[src/hbc_cfg.svh]
// constants of the holding brake interlock: register offsets, field positions,
// reset values, limits and timing figures; definitions only
`ifndef HBC_CFG_SVH
`define HBC_CFG_SVH

// register offsets on the plain register port
`define HBC_A_ROUTE 4'h0
`define HBC_A_DELAY 4'h1
`define HBC_A_SPEED 4'h2
`define HBC_A_WAIT 4'h3
`define HBC_A_ROT 4'h4
`define HBC_A_STATUS 4'h5

// route register fields
`define HBC_F_BRK_LSB 0
`define HBC_F_TG_LSB 4

// reset values
`define HBC_ROUTE_RST 16'h0000
`define HBC_DELAY_RST 16'h0000
`define HBC_SPEED_RST 16'h0064
`define HBC_WAIT_RST 16'h0032
`define HBC_ROT_RST 16'h0014

// accepted ranges of written values
`define HBC_ROUTE_MAX 4'h6
`define HBC_DELAY_MAX 16'h01f4
`define HBC_SPEED_MAX 16'h1770
`define HBC_WAIT_MIN 16'h000a
`define HBC_WAIT_MAX 16'h0064

// timing: one delay unit in ms and the clock period in ns
`define HBC_UNIT_MS 10
`define HBC_CLK_NS 10
`define HBC_UNIT_CYCLES ((`HBC_UNIT_MS * 1000000) / `HBC_CLK_NS)

`endif

[src/hbc_pkg.sv]
// types of the holding brake interlock
// assumes hbc_cfg.svh supplies the numeric constants
package hbc_pkg;

   typedef struct packed {
      logic [3:0] addr;
      logic [15:0] wdata;
      logic wr;
      logic rd;
   } hbc_bus_req_t;

   typedef enum logic [3:0] {
      HBC_OFF = 4'b0001,
      HBC_ON = 4'b0010,
      HBC_STOP_DLY = 4'b0100,
      HBC_RUN_DN = 4'b1000
   } hbc_state_t;

endpackage

[src/hbc_brake.sv]
// holding brake interlock: brake release output, routing onto six output
// terminals, servo-off and alarm sequencing of brake against motor power
// assumes one 100 MHz clock, inputs synchronous to it, signed speed in r/min
`timescale 1ns/1ps
`include "hbc_cfg.svh"

module hbc_brake #(
   parameter int UNIT_CYCLES = `HBC_UNIT_CYCLES
) (
   input wire logic clk, // 100 MHz clock
   input wire logic resetn, // async reset, active low
   input wire hbc_pkg::hbc_bus_req_t bus_req, // register request
   output logic [15:0] rdata, // read data, cycle after rd
   input wire logic servo_on, // servo-on request, level
   input wire logic alarm, // drive alarm, level
   input wire logic signed [15:0] motor_speed, // speed in r/min
   input wire logic [5:0] ext_out_on, // other functions asserted per terminal
   output logic motor_energize, // motor power enabled
   output logic brake_release_n, // low releases the brake
   output logic motion_detect_n, // low while rotating
   output logic output_terminal_one, // terminal 1, low is on
   output logic output_terminal_two, // terminal 2, low is on
   output logic output_terminal_three, // terminal 3, low is on
   output logic output_terminal_four, // terminal 4, low is on
   output logic output_terminal_five, // terminal 5, low is on
   output logic output_terminal_six // terminal 6, low is on
);
   import hbc_pkg::*;

   localparam int UW = (UNIT_CYCLES > 1) ? $clog2(UNIT_CYCLES) : 1;

   if (UNIT_CYCLES < 1) begin : g_chk
      $error("UNIT_CYCLES must be at least one");
   end

   function automatic logic [15:0] speed_mag(input logic signed [15:0] s);
      speed_mag = s[15] ? 16'(-s) : 16'(s);
   endfunction

   function automatic logic in_range(input logic [15:0] v, input logic [15:0] lo,
                                     input logic [15:0] hi);
      in_range = (v >= lo) && (v <= hi);
   endfunction

   // registers
   logic [3:0] brk_route_ff, nxt_brk_route;
   logic [3:0] tg_route_ff, nxt_tg_route;
   logic [15:0] delay_ff, nxt_delay;
   logic [15:0] speed_ff, nxt_speed;
   logic [15:0] wait_ff, nxt_wait;
   logic [15:0] rot_ff, nxt_rot;
   logic [15:0] rdata_ff, nxt_rdata;

   // sequencer
   hbc_state_t state_ff, nxt_state;
   logic [UW-1:0] unit_cnt_ff, nxt_unit_cnt;
   logic [15:0] tick_cnt_ff, nxt_tick_cnt;
   logic energize_ff, nxt_energize;
   logic brake_n_ff, nxt_brake_n;
   logic motion_n_ff, nxt_motion_n;
   logic [5:0] term_n_ff, nxt_term_n;

   logic [15:0] mag;
   logic rotating;
   logic tick;
   logic stop_req;

   assign mag = speed_mag(motor_speed);
   assign rotating = (mag >= rot_ff);
   assign tick = (unit_cnt_ff == UW'(UNIT_CYCLES - 1));
   assign stop_req = alarm || !servo_on;

   // register file
   always_comb begin
      nxt_brk_route = brk_route_ff;
      nxt_tg_route = tg_route_ff;
      nxt_delay = delay_ff;
      nxt_speed = speed_ff;
      nxt_wait = wait_ff;
      nxt_rot = rot_ff;
      nxt_rdata = 16'h0000;
      if (bus_req.wr) begin
         unique case (bus_req.addr)
            `HBC_A_ROUTE: begin
               if (bus_req.wdata[`HBC_F_BRK_LSB+:4] <= `HBC_ROUTE_MAX) begin
                  nxt_brk_route = bus_req.wdata[`HBC_F_BRK_LSB+:4];
               end
               if (bus_req.wdata[`HBC_F_TG_LSB+:4] <= `HBC_ROUTE_MAX) begin
                  nxt_tg_route = bus_req.wdata[`HBC_F_TG_LSB+:4];
               end
            end
            `HBC_A_DELAY: begin
               if (in_range(bus_req.wdata, 16'h0000, `HBC_DELAY_MAX)) begin
                  nxt_delay = bus_req.wdata;
               end
            end
            `HBC_A_SPEED: begin
               if (in_range(bus_req.wdata, 16'h0000, `HBC_SPEED_MAX)) begin
                  nxt_speed = bus_req.wdata;
               end
            end
            `HBC_A_WAIT: begin
               if (in_range(bus_req.wdata, `HBC_WAIT_MIN, `HBC_WAIT_MAX)) begin
                  nxt_wait = bus_req.wdata;
               end
            end
            `HBC_A_ROT: begin
               nxt_rot = bus_req.wdata;
            end
            default: begin
            end
         endcase
      end
      if (bus_req.rd) begin
         unique case (bus_req.addr)
            `HBC_A_ROUTE: nxt_rdata = {8'h00, tg_route_ff, brk_route_ff};
            `HBC_A_DELAY: nxt_rdata = delay_ff;
            `HBC_A_SPEED: nxt_rdata = speed_ff;
            `HBC_A_WAIT: nxt_rdata = wait_ff;
            `HBC_A_ROT: nxt_rdata = rot_ff;
            `HBC_A_STATUS: nxt_rdata = {9'h000, motion_n_ff, brake_n_ff, energize_ff,
                                        state_ff};
            default: nxt_rdata = 16'h0000;
         endcase
      end
   end

   always_ff @(posedge clk or negedge resetn) begin
      if (!resetn) begin
         brk_route_ff <= 4'(`HBC_ROUTE_RST);
         tg_route_ff <= 4'(`HBC_ROUTE_RST >> `HBC_F_TG_LSB);
         delay_ff <= `HBC_DELAY_RST;
         speed_ff <= `HBC_SPEED_RST;
         wait_ff <= `HBC_WAIT_RST;
         rot_ff <= `HBC_ROT_RST;
         rdata_ff <= 16'h0000;
      end else begin
         brk_route_ff <= nxt_brk_route;
         tg_route_ff <= nxt_tg_route;
         delay_ff <= nxt_delay;
         speed_ff <= nxt_speed;
         wait_ff <= nxt_wait;
         rot_ff <= nxt_rot;
         rdata_ff <= nxt_rdata;
      end
   end

   // sequencer: state, 10 ms prescaler and unit counter
   always_comb begin
      nxt_state = state_ff;
      nxt_unit_cnt = tick ? '0 : unit_cnt_ff + UW'(1);
      nxt_tick_cnt = tick ? tick_cnt_ff + 16'h0001 : tick_cnt_ff;
      unique case (state_ff)
         HBC_OFF: begin
            if (!stop_req) begin
               nxt_state = HBC_ON;
            end
         end
         HBC_ON: begin
            if (stop_req) begin
               if (rotating) begin
                  nxt_state = HBC_RUN_DN;
               end else if (alarm || delay_ff == 16'h0000) begin
                  nxt_state = HBC_OFF;
               end else begin
                  nxt_state = HBC_STOP_DLY;
               end
            end
         end
         HBC_STOP_DLY: begin
            if (alarm) begin
               nxt_state = HBC_OFF;
            end else if (servo_on) begin
               nxt_state = HBC_ON;
            end else if (tick && nxt_tick_cnt >= delay_ff) begin
               nxt_state = HBC_OFF;
            end
         end
         HBC_RUN_DN: begin
            if (mag < speed_ff) begin
               nxt_state = HBC_OFF;
            end else if (tick && nxt_tick_cnt >= wait_ff) begin
               nxt_state = HBC_OFF;
            end
         end
      endcase
      if (nxt_state != state_ff) begin
         nxt_unit_cnt = '0;
         nxt_tick_cnt = 16'h0000;
      end
      nxt_energize = (nxt_state == HBC_ON) || (nxt_state == HBC_STOP_DLY);
      // brake released only while powered on or coasting down
      nxt_brake_n = !((nxt_state == HBC_ON) || (nxt_state == HBC_RUN_DN));
      nxt_motion_n = !rotating;
      for (int k = 0; k < 6; k++) begin
         nxt_term_n[k] = !(((brk_route_ff == 4'(k + 1)) && !brake_n_ff)
                           || ((tg_route_ff == 4'(k + 1)) && !motion_n_ff)
                           || ext_out_on[k]);
      end
   end

   always_ff @(posedge clk or negedge resetn) begin
      if (!resetn) begin
         state_ff <= HBC_OFF;
         unit_cnt_ff <= '0;
         tick_cnt_ff <= 16'h0000;
         energize_ff <= 1'b0;
         brake_n_ff <= 1'b1;
         motion_n_ff <= 1'b1;
         term_n_ff <= 6'h3f;
      end else begin
         state_ff <= nxt_state;
         unit_cnt_ff <= nxt_unit_cnt;
         tick_cnt_ff <= nxt_tick_cnt;
         energize_ff <= nxt_energize;
         brake_n_ff <= nxt_brake_n;
         motion_n_ff <= nxt_motion_n;
         term_n_ff <= nxt_term_n;
      end
   end

   assign rdata = rdata_ff;
   assign motor_energize = energize_ff;
   assign brake_release_n = brake_n_ff;
   assign motion_detect_n = motion_n_ff;
   assign output_terminal_one = term_n_ff[0];
   assign output_terminal_two = term_n_ff[1];
   assign output_terminal_three = term_n_ff[2];
   assign output_terminal_four = term_n_ff[3];
   assign output_terminal_five = term_n_ff[4];
   assign output_terminal_six = term_n_ff[5];
endmodule

[config.mk]
export PLATFORM = sky130hd
export DESIGN_NAME = hbc_brake
export DESIGN_NICKNAME = d
export VERILOG_FILES = /design/src/hbc_pkg.sv /design/src/hbc_brake.sv
export VERILOG_INCLUDE_DIRS = /design/src
export SDC_FILE = /design/constraint.sdc
export NUM_CORES = 1
export LEC_CHECK = 0
export ABC_CLOCK_PERIOD_IN_PS = 5970
export BUFFER_PORTS_ARGS = -buffer_cell sky130_fd_sc_hd__buf_2
export CAP_MARGIN = 20
export CORE_MARGIN = 1
export CORE_UTILIZATION = 50
export CTS_BUF_LIST = sky130_fd_sc_hd__clkbuf_16
export DETAILED_ROUTE_END_ITERATION = 8
export PLACE_DENSITY_LB_ADDON = 0.15
export SETUP_SLACK_MARGIN = 0.2
export SLEW_MARGIN = 20
export SYNTH_ARGS = -nofsm -noshare
export SYNTH_HDL_FRONTEND = slang
export SYNTH_SLANG_ARGS = --single-unit
[constraint.sdc]
create_clock -name clk -period 5.97 [get_ports clk]
set_input_delay 0.597 -clock clk [delete_from_list [all_inputs] [get_ports clk]]
set_output_delay 0.597 -clock clk [all_outputs]
set_load 0.01 [all_outputs]
==> impl_metrics.toml <==
[floorplanning]
coreArea_mm2 = 0.0158
start_util = 0.512
chipHeight_um = 129
die_area_mm2 = 0.0167
ios = 73
row_count = 46
fp.dieW_um = 129

[timing]
finalHoldViolCount = 0
tns_ns = 0
setup_viol = 0
rsz0062_at_grt = "no"
clock_skew_ns = 0.00879
drv_slew = 0
final_min_period_over_clock_period = 0.818
fmax_mhz = 205
worst_pin_slew_ns = 0.903
max_slew_margin = 0.393
final.min_clock_period_ns = 4.88

[placed_design]
dp.cells = 1089
place_congestion = 0.867
port_buffers = 72
dp_hpwl_mm = 15.8

[synth]
yosysTopAreaCell = "dfrtp_1"
yosys-top-cells-area = "dfrtp_1, ha_1, dfstp_2, mux2_2, inv_1"
synth_ff_type = "dfrtp_1"
synth-seq-cells = 137
synth_top_area_share = 0.370
async_flop_share = 1.00
synthCells = 821
synth-edff-count = 0
synthesis.nets = 935
syn_area_mm2 = 0.00811
yosysWarnings = 0
ys_seq_area_frac = 0.426
syn_area_per_cell_um2 = 9.87
yosysUniqueCellTypes = 71

[global_routing]
grt_use_met3 = 0.0504
grt_use_total = 0.270
grtUsageMet1 = 0.350
top_usage_layer = "met2"
grt_max_degree = 72
grt_pass1_vias = 6706
grt_pass1_wl_mm = 34.3
grt.met2_usage = 0.456
antenna_found_initial = 0
grt_overflow = 0

[power_and_ir_drop]
leakage_nw = 4.26
power_density_mw_per_mm2 = 287
switching_share = 0.311
p_sw_w = 0.000823
internal_power_w = 0.00182
ir_drop_mv = 0.177
sequentialPowerShare = 0.426
fin_total_pwr_w = 0.00264
power_frac_clock = 0.381
comb_power_share = 0.194

[setup_path]
cp.buffers_inverters = 0
cp.required_ns = 6.32
critPathCaptureType = "flop"
crit_type = "reg2reg"
path_cells = "ha_1 -> and3_1 -> and3_1 -> and4_4 -> and2_1 -> nand4_1 -> xnor2_1 -> ha_1 -> a21oi_1 -> nor3_1 -> or4_4 -> a211oi_2 -> o2111ai_2 -> a221o_2 -> and2b_1"
cp_max_fo = 36
worstPathArrival_ns = 5.24
max_stage_delay_ns = 0.69
crit_path_start_kind = "flop"
cp_top_family = "simple AND/OR/NAND/NOR gates"
slowest_stage = "a221o_2"

[cts]
root_buffer = "clkbuf_16"
clockBufferDepth = 2
postCtsSetupBuffers = 0
cts_resized = 0
clkTransAtPathRegs_ns = 0.06
clk_latency_ns = 0.42
cts_tree = "done"
cts_max_level = 4
cts.sinks = 137
cts_hold_buf = 0
cts_buffers = 17

[min_path]
worstHoldPathType = "in2async"

[layout]
fin_cells = 1120
final_nets = 1006
area_growth_pct = 13.9
layout-drive-gt1-share = 0.201
final_common_cell = "dfrtp_1"
layout_common_cells = "dfrtp_1, inv_1, buf_2, ha_1, nand2_1"
antenna_cells = 0

[routing]
detail_route.wl_per_cell_um = 18.7
drt_wl_total_mm = 21.0
via_count = 6493
vias_per_cell = 5.80
drcViolationCount = 0
first_pass_iters = 5
drt_iter0_markers = 436
antenna_left = 0

[job]
drv_cap = 0

[outcome]
status = "finished clean"
## per-layer routing
metal,up-vias,routed length [µm]
met4,0,420
met5,-,0
met3,35,923
met2,209,10300
li1,3084,-
met1,3165,9350
## final timing paths
kind | from | end | slack, ns | depth (start not counted)
worst max-delay path | unit_cnt_ff[0] | tick_cnt_ff[15] | 1.09 | 15
worst min-delay path | resetn | unit_cnt_ff[2] | 0.18 | 1
worst max register to register | unit_cnt_ff[0] | tick_cnt_ff[15] | 1.09 | 15
worst min register to register | unit_cnt_ff[0] | unit_cnt_ff[0] | 0.50 | 1
max in group asynchronous | resetn | wait_ff[14] | 4.46 | 2
min in group clk | ext_out_on[0] | term_n_ff[0] | 0.29 | 2
## power groups by stage
| stage | sequential, W | clock (W) | combinational (W) |
|---|---|---|---|
| after floorplan | 0.00110 | 0 | 0.000371 |
| after CTS | 0.00112 | 0.00102 | 0.000511 |
| final | 0.00113 | 0.00101 | 0.000513 |
| after global routing | 0.00113 | 0.00106 | 0.000572 |
| after detailed placement | 0.00114 | 0 | 0.000508 |
| after global placement | 0.00113 | 0 | 0.000487 |
## synth_stat cells (all sizes together) (4+ instances only)
| master | number |
|---|---|
| and3 | 9 |
| buf | 7 |
| o211ai | 5 |
| and4 | 8 |
| nand4 | 13 |
| a311oi | 4 |
| dfrtp | 120 |
| nand3 | 17 |
| nor3 | 35 |
| nor3b | 4 |
| a32oi | 4 |
| a21oi | 33 |
| xnor2 | 25 |
| o21ai | 36 |
| o31ai | 5 |
| a211oi | 9 |
| nor4 | 12 |
| clkbuf | 18 |
| mux2 | 35 |
| or3 | 4 |
| ha | 66 |
| mux2i | 6 |
| and2 | 23 |
| dfstp | 17 |
| o2111ai | 4 |
| xor2 | 21 |
| a31oi | 11 |
| nand2b | 8 |
| nor2b | 15 |
| nor2 | 47 |
| and2b | 4 |
| nand2 | 65 |
| inv | 75 |
| a22oi | 25 |
## per-stage QoR
stage	cell area (µm²)	util	hold WS, ns	setup slack, ns
2_1_floorplan	8110	-	0.301	1.93
4_1_cts	9230	0.583	0.199	1.13
5_1_grt	9230	0.583	0.220	0.769
6_report	9230	0.583	0.183	1.09
3_3_place_gp	8660	0.547	0.478	1.34
3_5_place_dp	8670	0.548	0.491	1.17
## worst register-to-register path, cell delays in order (launching register included)
cell       delay [ns]
dfrtp_1          0.40
ha_1             0.20
and3_1           0.23
and3_1           0.30
and4_4           0.46
and2_1           0.28
nand4_1          0.13
xnor2_1          0.40
ha_1             0.33
a21oi_1          0.15
nor3_1           0.07
or4_4            0.41
a211oi_2         0.27
o2111ai_2        0.18
a221o_2          0.69
and2b_1          0.31
## sequential cells by signal, indices dropped and copies added (netlist names), 6 cells and up
signal and count:
delay_ff 16, rdata 16, rot_ff 16, speed_ff 16, term_n_ff 6, tick_cnt_ff 16, unit_cnt_ff 20, wait_ff 16
## area by class of cell
class / instances / area (µm²)
repair buffers: 77 / 404
clock inverters: 14 / 134
multi-input cells: 584 / 4260
fillers: 1375 / 6600
clock buffers: 17 / 425
flip-flops and latches: 137 / 3450
well taps: 216 / 270
inverters: 75 / 282
## cells by family (layout without fill, tap and decap cells)
logic type,count (synthesis),after routing,share of synthesized area
adder cells (fa/ha/maj),66,66,0.102
AND/OR/NAND/NOR,275,275,0.187
AO/OA/AOI/OAI,156,156,0.130
buffers and inverters,100,183,0.0496
multiplexers,41,41,0.0560
XOR/XNOR,46,46,0.0497
flip-flops,137,137,0.426
(Power assumes the default switching activity.)
